[src/inc/rsq_pkg.sv]
`default_nettype none
package rsq_pkg;

    // clock and timing
    localparam int CLK_PERIOD_NS      = 10;
    localparam int MIN_RST_OUT_NS     = 20000;
    localparam int MIN_RST_OUT_CYC    = (MIN_RST_OUT_NS + CLK_PERIOD_NS - 1) / CLK_PERIOD_NS;
    localparam int DELAY_SHORT_CYC    = 256;
    localparam int DELAY_LONG_CYC     = 4096;
    localparam int FETCH_CYC          = 2;
    localparam int CNT_W              = 13;

    // reset vector location
    localparam logic [15:0] VEC_ADDR  = 16'hfffe;

    // apb register map (byte addresses)
    localparam logic [7:0] STATUS_OFS = 8'h00;
    localparam logic [7:0] OPTION_OFS = 8'h04;
    localparam logic [7:0] SEQ_OFS    = 8'h08;

    // status field positions
    localparam int SUPPLY_FLAG_BIT    = 4;
    localparam int WDG_FLAG_BIT       = 0;

    // clock sources
    typedef enum logic [2:0] {
        RSQ_SRC_EXT,
        RSQ_SRC_RES0,
        RSQ_SRC_RES1,
        RSQ_SRC_RES2,
        RSQ_SRC_RES3,
        RSQ_SRC_RC
    } rsq_src_t;

    localparam int SRC_NUM            = 6;

    // supply detector threshold
    typedef enum logic [1:0] {
        RSQ_THR_LOW,
        RSQ_THR_MED,
        RSQ_THR_HIGH
    } rsq_thr_t;

    // option straps
    typedef struct packed {
        rsq_src_t src;
        logic     mult_en;
        logic     delay_long;
        logic     det_en;
        rsq_thr_t thr;
    } rsq_opt_t;

    localparam rsq_opt_t OPT_RST      = '{src: RSQ_SRC_EXT, mult_en: 1'b0, delay_long: 1'b1,
                                          det_en: 1'b0, thr: RSQ_THR_LOW};

    // sequencer states
    typedef enum logic [2:0] {
        RSQ_ACTIVE,
        RSQ_DELAY,
        RSQ_RELEASE,
        RSQ_FETCH,
        RSQ_RUN
    } rsq_state_t;

endpackage
`default_nettype wire

[src/hdl/rsq_top.sv]
// The implementer's own choices: register access over APB and the placing of the registers.
`timescale 1ns/100ps
`default_nettype none
module rsq_top
    import rsq_pkg::*;
(
    input  wire logic               pclk,
    input  wire logic               presetn,
    input  wire logic               clk_en,
    input  wire logic               psel,
    input  wire logic               penable,
    input  wire logic               pwrite,
    input  wire logic [7:0]         paddr,
    input  wire logic [31:0]        pwdata,
    output logic [31:0]             prdata,
    output logic                    pready,
    output logic                    pslverr,
    input  wire logic               rst_pin_i,
    output logic                    rst_pin_o,
    output logic                    rst_pin_oe,
    input  wire logic               wdg_underflow,
    input  wire logic               below_rise_i,
    input  wire logic               below_fall_i,
    input  wire rsq_opt_t           opt_i,
    input  wire logic               osc_tick,
    output logic [1:0]              thr_sel,
    output logic [SRC_NUM-1:0]      osc_en,
    output logic                    mult_on,
    output logic                    mult_bad,
    output logic                    core_tick,
    output logic                    core_rst_n,
    output logic                    vec_fetch,
    output logic [15:0]             vec_addr
);

    rsq_state_t             st_q;
    rsq_state_t             st_d;
    rsq_opt_t               opt_s1;
    rsq_opt_t               opt_s2;
    rsq_opt_t               opt_q;
    logic                   catch_q;
    logic                   ext_s1;
    logic                   ext_s2;
    logic                   pin_s1;
    logic                   pin_s2;
    logic                   rise_s1;
    logic                   rise_s2;
    logic                   fall_s1;
    logic                   fall_s2;
    logic                   armed_q;
    logic                   supply_low_q;
    logic [CNT_W-1:0]       act_cnt_q;
    logic [CNT_W-1:0]       dly_cnt_q;
    logic                   fidx_q;
    logic                   supply_flag_q;
    logic                   wdg_flag_q;
    logic                   ext_req;
    logic                   act_done;
    logic                   dly_done;
    logic                   wr_acc;

    localparam logic [CNT_W-1:0] ACT_LAST = CNT_W'(MIN_RST_OUT_CYC - 1);

    // delay length for the latched option
    function automatic logic [CNT_W-1:0] delay_len(input logic long_sel);
        return long_sel ? CNT_W'(DELAY_LONG_CYC) : CNT_W'(DELAY_SHORT_CYC);
    endfunction

    // pin caught asynchronously so halt with a stopped clock still resets
    always_ff @(posedge pclk or negedge rst_pin_i) begin
        if (!rst_pin_i) begin
            catch_q <= 1'b1;
        end else if (clk_en && st_q != RSQ_RUN) begin
            catch_q <= 1'b0;
        end
    end

    // synchronisers for the caught pin, pin level, comparators, straps
    always_ff @(posedge pclk or negedge presetn) begin
        if (!presetn) begin
            ext_s1  <= 1'b0;
            ext_s2  <= 1'b0;
            pin_s1  <= 1'b0;
            pin_s2  <= 1'b0;
            rise_s1 <= 1'b0;
            rise_s2 <= 1'b0;
            fall_s1 <= 1'b0;
            fall_s2 <= 1'b0;
            opt_s1  <= OPT_RST;
            opt_s2  <= OPT_RST;
        end else if (clk_en) begin
            ext_s1  <= catch_q;
            ext_s2  <= ext_s1;
            pin_s1  <= rst_pin_i;
            pin_s2  <= pin_s1;
            rise_s1 <= below_rise_i;
            rise_s2 <= rise_s1;
            fall_s1 <= below_fall_i;
            fall_s2 <= fall_s1;
            opt_s1  <= opt_i;
            opt_s2  <= opt_s1;
        end
    end

    // arm only once the stale catch from our own drive has drained
    always_ff @(posedge pclk or negedge presetn) begin
        if (!presetn) begin
            armed_q <= 1'b0;
        end else if (clk_en) begin
            armed_q <= (st_q == RSQ_RUN) && (armed_q || !ext_s2);
        end
    end

    assign ext_req = armed_q && ext_s2;

    // supply level with hysteresis; a disabled detector never asserts
    always_ff @(posedge pclk or negedge presetn) begin
        if (!presetn) begin
            supply_low_q <= 1'b0;
        end else if (clk_en) begin
            if (!opt_s2.det_en) begin
                supply_low_q <= 1'b0;
            end else if (supply_low_q) begin
                supply_low_q <= rise_s2;
            end else begin
                supply_low_q <= fall_s2;
            end
        end
    end

    assign act_done = (act_cnt_q == ACT_LAST);
    assign dly_done = (dly_cnt_q == CNT_W'(1));

    // next state
    always_comb begin
        st_d = st_q;
        unique case (st_q)
            RSQ_ACTIVE: begin
                if (act_done && !supply_low_q) begin
                    st_d = RSQ_DELAY;
                end
            end
            RSQ_DELAY: begin
                if (supply_low_q) begin
                    st_d = RSQ_ACTIVE;
                end else if (core_tick && dly_done) begin
                    st_d = RSQ_RELEASE;
                end
            end
            RSQ_RELEASE: begin
                if (supply_low_q) begin
                    st_d = RSQ_ACTIVE;
                end else if (pin_s2) begin
                    st_d = RSQ_FETCH;
                end
            end
            RSQ_FETCH: begin
                if (supply_low_q) begin
                    st_d = RSQ_ACTIVE;
                end else if (fidx_q) begin
                    st_d = RSQ_RUN;
                end
            end
            RSQ_RUN: begin
                if (supply_low_q || wdg_underflow || ext_req) begin
                    st_d = RSQ_ACTIVE;
                end
            end
        endcase
    end

    // sequencer state and pin drive; pin low in active and delay phases
    always_ff @(posedge pclk or negedge presetn) begin
        if (!presetn) begin
            st_q       <= RSQ_ACTIVE;
            rst_pin_oe <= 1'b1;
            rst_pin_o  <= 1'b0;
        end else if (clk_en) begin
            st_q       <= st_d;
            rst_pin_oe <= (st_d == RSQ_ACTIVE) || (st_d == RSQ_DELAY);
            rst_pin_o  <= 1'b0;
        end
    end

    // active phase width, at least the minimum output width
    always_ff @(posedge pclk or negedge presetn) begin
        if (!presetn) begin
            act_cnt_q <= '0;
        end else if (clk_en) begin
            if (st_q != RSQ_ACTIVE) begin
                act_cnt_q <= '0;
            end else if (!act_done) begin
                act_cnt_q <= act_cnt_q + CNT_W'(1);
            end
        end
    end

    // delay counts cpu cycles only once the active phase is over
    always_ff @(posedge pclk or negedge presetn) begin
        if (!presetn) begin
            dly_cnt_q <= '0;
        end else if (clk_en) begin
            if (st_q == RSQ_ACTIVE) begin
                dly_cnt_q <= delay_len(opt_s2.delay_long);
            end else if (st_q == RSQ_DELAY && core_tick && !dly_done) begin
                dly_cnt_q <= dly_cnt_q - CNT_W'(1);
            end
        end
    end

    // options frozen at the end of the active phase
    always_ff @(posedge pclk or negedge presetn) begin
        if (!presetn) begin
            opt_q <= OPT_RST;
        end else if (clk_en && st_q == RSQ_ACTIVE) begin
            opt_q <= opt_s2;
        end
    end

    // two-cycle vector fetch; core reset released as it begins
    always_ff @(posedge pclk or negedge presetn) begin
        if (!presetn) begin
            fidx_q     <= 1'b0;
            core_rst_n <= 1'b0;
            vec_fetch  <= 1'b0;
            vec_addr   <= VEC_ADDR;
        end else if (clk_en) begin
            fidx_q     <= (st_d == RSQ_FETCH) && (st_q == RSQ_FETCH) && !fidx_q;
            core_rst_n <= (st_d == RSQ_FETCH) || (st_d == RSQ_RUN);
            vec_fetch  <= (st_d == RSQ_FETCH);
            vec_addr   <= VEC_ADDR | {15'h0000, (st_d == RSQ_FETCH) && (st_q == RSQ_FETCH)};
        end
    end

    assign wr_acc = psel && penable && pready && pwrite;

    // reset cause flags; hardware set beats a software clear
    always_ff @(posedge pclk or negedge presetn) begin
        if (!presetn) begin
            supply_flag_q <= 1'b0;
            wdg_flag_q    <= 1'b0;
        end else if (clk_en) begin
            if (st_q != RSQ_ACTIVE && st_d == RSQ_ACTIVE && supply_low_q) begin
                supply_flag_q <= 1'b1;
                wdg_flag_q    <= 1'b0;
            end else if (st_q == RSQ_ACTIVE && supply_low_q) begin
                supply_flag_q <= 1'b1;
                wdg_flag_q    <= 1'b0;
            end else if (st_q == RSQ_RUN && wdg_underflow && !ext_req) begin
                wdg_flag_q    <= 1'b1;
            end else if (wr_acc && paddr == STATUS_OFS) begin
                supply_flag_q <= supply_flag_q & pwdata[SUPPLY_FLAG_BIT];
                wdg_flag_q    <= wdg_flag_q & pwdata[WDG_FLAG_BIT];
            end
        end
    end

    // apb: answer prepared in setup, one access cycle, no wait states
    always_ff @(posedge pclk or negedge presetn) begin
        if (!presetn) begin
            pready  <= 1'b0;
            pslverr <= 1'b0;
            prdata  <= '0;
        end else if (clk_en) begin
            pready  <= psel && !penable;
            pslverr <= psel && !penable && !(paddr == STATUS_OFS || paddr == OPTION_OFS
                       || (paddr == SEQ_OFS && !pwrite));
            prdata  <= '0;
            if (psel && !penable && !pwrite) begin
                unique case (paddr)
                    STATUS_OFS: prdata <= {27'h0, supply_flag_q, 3'h0, wdg_flag_q};
                    OPTION_OFS: prdata <= {24'h0, opt_q};
                    SEQ_OFS:    prdata <= {27'h0, supply_low_q, 1'b0, st_q};
                    default:    prdata <= '0;
                endcase
            end
        end
    end

    // threshold select follows the strap; detector analog uses it live
    always_ff @(posedge pclk or negedge presetn) begin
        if (!presetn) begin
            thr_sel <= 2'h0;
        end else if (clk_en) begin
            thr_sel <= opt_s2.thr;
        end
    end

    // clock source and multiplier from the frozen options
    rsq_clk_sel u_clk_sel (
        .pclk        (pclk),
        .presetn     (presetn),
        .clk_en      (clk_en),
        .opt         (opt_q),
        .osc_tick    (osc_tick),
        .osc_en_q    (osc_en),
        .mult_on_q   (mult_on),
        .mult_bad_q  (mult_bad),
        .core_tick_q (core_tick)
    );

    delay_pin_low_a: assert property (@(posedge pclk) disable iff (!presetn)
        (st_q == RSQ_ACTIVE || st_q == RSQ_DELAY) |-> rst_pin_oe && !rst_pin_o)
        else $error("reset pin released during active or delay phase");

    fetch_first_a: assert property (@(posedge pclk) disable iff (!presetn)
        (clk_en && st_q == RSQ_FETCH && !fidx_q && !supply_low_q) |=> st_q == RSQ_FETCH && fidx_q)
        else $error("vector fetch did not reach second cycle");

    fetch_end_a: assert property (@(posedge pclk) disable iff (!presetn)
        (clk_en && st_q == RSQ_FETCH && fidx_q && !supply_low_q) |=> st_q == RSQ_RUN)
        else $error("vector fetch longer than two cycles");

    vector_addr_a: assert property (@(posedge pclk) disable iff (!presetn)
        vec_fetch |-> vec_addr[15:1] == VEC_ADDR[15:1] && vec_addr[0] == fidx_q)
        else $error("vector fetch address wrong");

    core_release_a: assert property (@(posedge pclk) disable iff (!presetn)
        core_rst_n == (st_q == RSQ_FETCH || st_q == RSQ_RUN))
        else $error("core reset not released at fetch");

    delay_len_a: assert property (@(posedge pclk) disable iff (!presetn)
        (st_q == RSQ_DELAY && $past(st_q) == RSQ_ACTIVE) |-> dly_cnt_q == delay_len(opt_q.delay_long))
        else $error("delay counter loaded with wrong length");

    stretch_min_a: assert property (@(posedge pclk) disable iff (!presetn)
        (st_q == RSQ_DELAY && $past(st_q) == RSQ_ACTIVE) |-> $past(act_cnt_q) == ACT_LAST)
        else $error("active phase shorter than minimum width");

    supply_hold_a: assert property (@(posedge pclk) disable iff (!presetn)
        (clk_en && supply_low_q) |=> rst_pin_oe && st_q == RSQ_ACTIVE)
        else $error("pin not held low during supply reset");

    flag_cause_a: assert property (@(posedge pclk) disable iff (!presetn)
        (clk_en && st_q == RSQ_RUN && supply_low_q) |=> supply_flag_q && !wdg_flag_q)
        else $error("supply reset flags wrong");

    det_off_a: assert property (@(posedge pclk) disable iff (!presetn)
        (clk_en && !opt_s2.det_en) |=> !supply_low_q)
        else $error("disabled detector produced reset");

    ext_reset_c: cover property (@(posedge pclk) disable iff (!presetn)
        st_q == RSQ_RUN && ext_req ##1 st_q == RSQ_ACTIVE);
    wdg_reset_c: cover property (@(posedge pclk) disable iff (!presetn)
        st_q == RSQ_RUN && wdg_underflow ##1 wdg_flag_q);
    supply_reset_c: cover property (@(posedge pclk) disable iff (!presetn)
        st_q == RSQ_RUN && supply_low_q ##1 supply_flag_q);
    fetch_done_c: cover property (@(posedge pclk) disable iff (!presetn)
        st_q == RSQ_FETCH && fidx_q ##1 st_q == RSQ_RUN);

endmodule // rsq_top
`default_nettype wire

[src/hdl/rsq_clk_sel.sv]
`timescale 1ns/100ps
`default_nettype none
module rsq_clk_sel
    import rsq_pkg::*;
(
    input  wire logic               pclk,
    input  wire logic               presetn,
    input  wire logic               clk_en,
    input  wire rsq_opt_t           opt,
    input  wire logic               osc_tick,
    output logic [SRC_NUM-1:0]      osc_en_q,
    output logic                    mult_on_q,
    output logic                    mult_bad_q,
    output logic                    core_tick_q
);

    logic half_q;

    // one oscillator enabled, never gated by reset so no restart time
    always_ff @(posedge pclk or negedge presetn) begin
        if (!presetn) begin
            osc_en_q <= '0;
        end else if (clk_en) begin
            osc_en_q <= SRC_NUM'(1) << opt.src;
        end
    end

    // multiplier state; it is not meant for the rc source
    always_ff @(posedge pclk or negedge presetn) begin
        if (!presetn) begin
            mult_on_q  <= 1'b0;
            mult_bad_q <= 1'b0;
        end else if (clk_en) begin
            mult_on_q  <= opt.mult_en;
            mult_bad_q <= opt.mult_en && (opt.src == RSQ_SRC_RC);
        end
    end

    // core tick: every oscillator tick when doubled, every second one otherwise
    always_ff @(posedge pclk or negedge presetn) begin
        if (!presetn) begin
            half_q      <= 1'b0;
            core_tick_q <= 1'b0;
        end else if (clk_en) begin
            if (osc_tick) begin
                half_q <= !half_q;
            end
            core_tick_q <= osc_tick && (opt.mult_en || half_q);
        end
    end

endmodule // rsq_clk_sel
`default_nettype wire

[config.mk]
export PLATFORM = sky130hd
export DESIGN_NAME = rsq_top
export DESIGN_NICKNAME = d
export VERILOG_FILES = /design/src/inc/rsq_pkg.sv /design/src/hdl/rsq_top.sv /design/src/hdl/rsq_clk_sel.sv
export SDC_FILE = /design/constraint.sdc
export NUM_CORES = 1
export LEC_CHECK = 0
export BUFFER_PORTS_ARGS = -buffer_cell sky130_fd_sc_hd__buf_2
export CORE_MARGIN = 2
export CORE_UTILIZATION = 51
export CTS_CLUSTER_DIAMETER = 30
export DETAILED_ROUTE_END_ITERATION = 12
export PLACE_DENSITY_LB_ADDON = 0.2
export SYNTH_ARGS = -nofsm -noshare
export SYNTH_HDL_FRONTEND = slang
export SYNTH_SLANG_ARGS = --single-unit
[constraint.sdc]
create_clock -name pclk -period 3.8 [get_ports pclk]
set_input_delay 0.38 -clock pclk [delete_from_list [all_inputs] [get_ports pclk]]
set_output_delay 0.38 -clock pclk [all_outputs]
set_load 0.03 [all_outputs]
==> flow_summary.json <==
{
  "total_leakage_power_nw": 2.324,
  "switching_share_pct": 38.02,
  "die_area_sq_um": 9794,
  "start_util_pct": 52.74,
  "antenna_found_initial": 0,
  "total_wire_length_um": 8713,
  "grtUsageTotal_pct": 18.80,
  "yosys-mux-area-fraction_pct": 7.018,
  "max-clock-path-buffers": 2,
  "tightest_slew_ps": 802.4,
  "routed-via-count": 3310,
  "slew_violations": 0,
  "portion_of_the_clock_cycle_consumed_by_the_worst_path_in_the_final_layout_pct": 59.88,
  "post_detail_place_hpwl_um": 6049,
  "detailedRoute.firstPassIterationCount": 5,
  "number_of_buffers_created_by_cts": 9,
  "finClkSkew_ps": 12.71,
  "final_layout_size_suffix_gt1_share_pct": 22.44,
  "finalSetupViolations": 0,
  "synth.top_cells.by_area": "dfrtp_1 48%, buf_4 6.5%, mux2_2 6.4%, nand2_1 4.3%, dfstp_2 2.9%",
  "placement_rows": 34,
  "dominant_combinational_cell_family_by_area_after_synthesis": "simple AND/OR/NAND/NOR gates",
  "synth_enable_flop_cells": 0,
  "synth_xor_area_share_pct": 3.808,
  "flow.area_growth_from_synthesis_pct": 8.895,
  "synth.yosys.warnings": 0,
  "async_flop_share_pct": 100.0,
  "yosys.area_share.adder_pct": 0.8161,
  "grt.overflow.total": 0,
  "sequentialPowerShare_pct": 47.5,
  "run_status": "finished, final reports clean",
  "synth_ff_type": "dfrtp_1",
  "pwr-share-comb_pct": 28.7,
  "hold_viol": 0,
  "clkPwrFrac_pct": 23.8,
  "setup-tns-final_ps": 0,
  "path_class": "reg -> reg",
  "numClockSinks": 93,
  "worstHoldPathType": "in -> async",
  "most_common_cell_after_layout_fill_and_taps_aside": "dfrtp_1",
  "cts_tree": "yes",
  "maximum_number_of_pins_on_one_net_before_global_route_repair": 67,
  "gpl.final_weighted_congestion": 0.8412,
  "floorplan.io_pins": 124,
  "cpLargestDelayFamily": "simple AND/OR/NAND/NOR gates",
  "ir_drop_worst_vdd_uv": 260.9,
  "chipWidth_um": 98.97,
  "global_route_wire_length_before_repair_um": 14860,
  "post-place-ws_ps": 1537,
  "report.power.total_mw": 2.960,
  "commonest_cells_after_routing_fill_and_taps_aside": "88 x dfrtp_1, 53 x nand2_1, 52 x buf_2, 40 x conb_1, 34 x nor2_1",
  "rsz0062_at_grt": "false",
  "layout.core_utilization_pct": 57.43,
  "portBuffers": 53,
  "nets": 556,
  "placeableCoreArea_sq_um": 8721,
  "syn-cell-area_sq_um": 4599,
  "slowest_stage": "or4_1",
  "synthesis.instances": 448,
  "route.antenna.remaining_nets": 0,
  "cp-end-kind": "register",
  "cp_data_arrival_time_ps": 2580,
  "max_slew_margin_pct": 46.51,
  "yosys.cell_types.count": 55,
  "fin_crit_ps": 2275,
  "diodes": 0,
  "timing.critical_path.cells": "or4_1 > or4_4 > nor4_2 > o2bb2ai_1 > a31o_1",
  "cp_num_buf_inv": 0,
  "cp-start-kind": "register",
  "wl_per_cell_um": 14.35,
  "portion_of_the_post_synthesis_area_used_by_sequential_elements_pct": 50.73,
  "path_max_fanout": 12,
  "initialDrtViolationCount": 129,
  "power.density_nw_per_um2": 590.9,
  "clock-root-buffer": "clkbuf_8",
  "via_per_inst": 5.453,
  "cts_max_level": 3,
  "synth_top_area_share_pct": 47.88,
  "cp_data_required_time_ps": 4110,
  "syn_avg_cell_area_sq_um": 10.27,
  "first_global_vias": 3031,
  "post_cts_resized": 0,
  "synth_seq_cells": 93,
  "netSwitchingPower_mw": 1.125,
  "postCtsHoldBufs": 1,
  "die_h_um": 98.97,
  "power_report.internal_total_mw": 1.834,
  "synth-simple-area-share_pct": 17.87,
  "max_cap_viols": 0,
  "slowest_stage_delay_on_critical_path_ps": 660,
  "layout_setup_ws_ps": 1525,
  "timing.fmax_ghz": 0.4395,
  "synth_compound_area_share_pct": 10.07,
  "drc": 0,
  "clkTransAtPathRegs_ps": 100,
  "synth_top_cell_by_area": "dfrtp_1",
  "post_cts_setup_repair_bufs": 0,
  "clock_insertion_delay_worst_skew_ps": 370
}
## kinds of logic after synthesis
family                     Yosys count
adders and majority gates            3
xor gates and xnor gates            20
DFF                                 93
and+or+nand+nor                    163
buffers and inverters               72
muxes                               29
AOI/OAI and AO/OA                   66
other                                2
## final timing paths
kind / from / endpoint / slack (ps) / cells past startpoint
setup / recovery: dly_cnt_q[5]$_DFFE_PN0P_ / rst_pin_oe$_DFFE_PN1P_ / 1520 / 5
hold / removal: presetn / act_cnt_q[4]$_DFFE_PN0P_ / 100 / 1
setup reg to reg: dly_cnt_q[5]$_DFFE_PN0P_ / rst_pin_oe$_DFFE_PN1P_ / 1520 / 5
hold reg to reg: opt_q[3]$_DFFE_PN1P_ / opt_q[3]$_DFFE_PN1P_ / 470 / 2
max in group asynchronous: presetn / opt_s2[3]$_DFFE_PN1P_ / 2820 / 2
min in group pclk: below_rise_i / rise_s1$_DFFE_PN0P_ / 230 / 2
## metal layers
metal | vias up | GRT usage [%] | wire, um
li1 | 1576 | - | -
met1 | 1620 | 26.15 | 3890
met2 | 104 | 29.89 | 4243
met3 | 10 | 3.688 | 458
met4 | 0 | 6.006 | 120
met5 | - | 0 | 0
## power by group through the flow
stage | Sequential (mW) | Combinational, mW | Clock (mW)
global placement | 1.42 | 0.830 | 0
CTS | 1.41 | 0.856 | 0.717
finish | 1.41 | 0.849 | 0.704
floorplan | 1.42 | 0.657 | 0
detailed placement | 1.43 | 0.851 | 0
global route | 1.44 | 0.954 | 0.760
## through the flow
| stage | hold slack (ps) | cells | cell area (sq um) |
|---|---|---|---|
| 6_report | 95.12 | 607 | 5009 |
| 3_5_place_dp | 336.4 | 590 | 4786 |
| 5_1_grt | 167.7 | 607 | 5009 |
| 2_1_floorplan | 84.41 | 486 | 4742 |
| 4_1_cts | 134.7 | 607 | 5009 |
| 3_3_place_gp | 345.2 | 590 | 4786 |
## flip-flops by register name, indices dropped and copies added, names as in the netlist, 2 cells and up
signal	count
opt_s1	8
act_cnt_q	13
thr_sel	2
dly_cnt_q	13
prdata	8
opt_s2	8
u_clk_sel.osc_en_q	6
opt_q	8
st_q	3
## cell usage after synthesis (2+ instances only)
cell type	n
dfrtp_1	88
nand2_1	53
buf_4	40
nor2_1	34
mux2_2	26
o21ai_0	17
clkbuf_1	14
nand3_1	13
nor4_1	11
xor2_1	11
a21oi_1	10
nand4_1	10
inv_1	9
nor3_1	9
o2bb2ai_1	9
xnor2_1	9
nor2b_1	7
buf_1	5
dfstp_2	5
nand2b_1	5
a22o_1	4
o31ai_1	4
or4_1	4
ha_1	3
mux2i_1	3
o211ai_1	3
or3_1	3
a21boi_0	2
a21o_1	2
a22oi_1	2
buf_2	2
buf_6	2
conb_1	2
nand3b_1	2
nand4b_1	2
nand4bb_1	2
nor3b_1	2
o41ai_1	2
## cell type report
class,count,area (sq um)
Timing Repair Buffer,60,322.8
Clock buffer,9,123.9
Multi-Input combinational cell,321,1971
Clock inverter,7,88.84
Fill cell,747,3712
Sequential cell,93,2333
Tap cell,108,135.1
Inverter,9,33.78
Note: power is estimated with default switching activity, not from simulation.
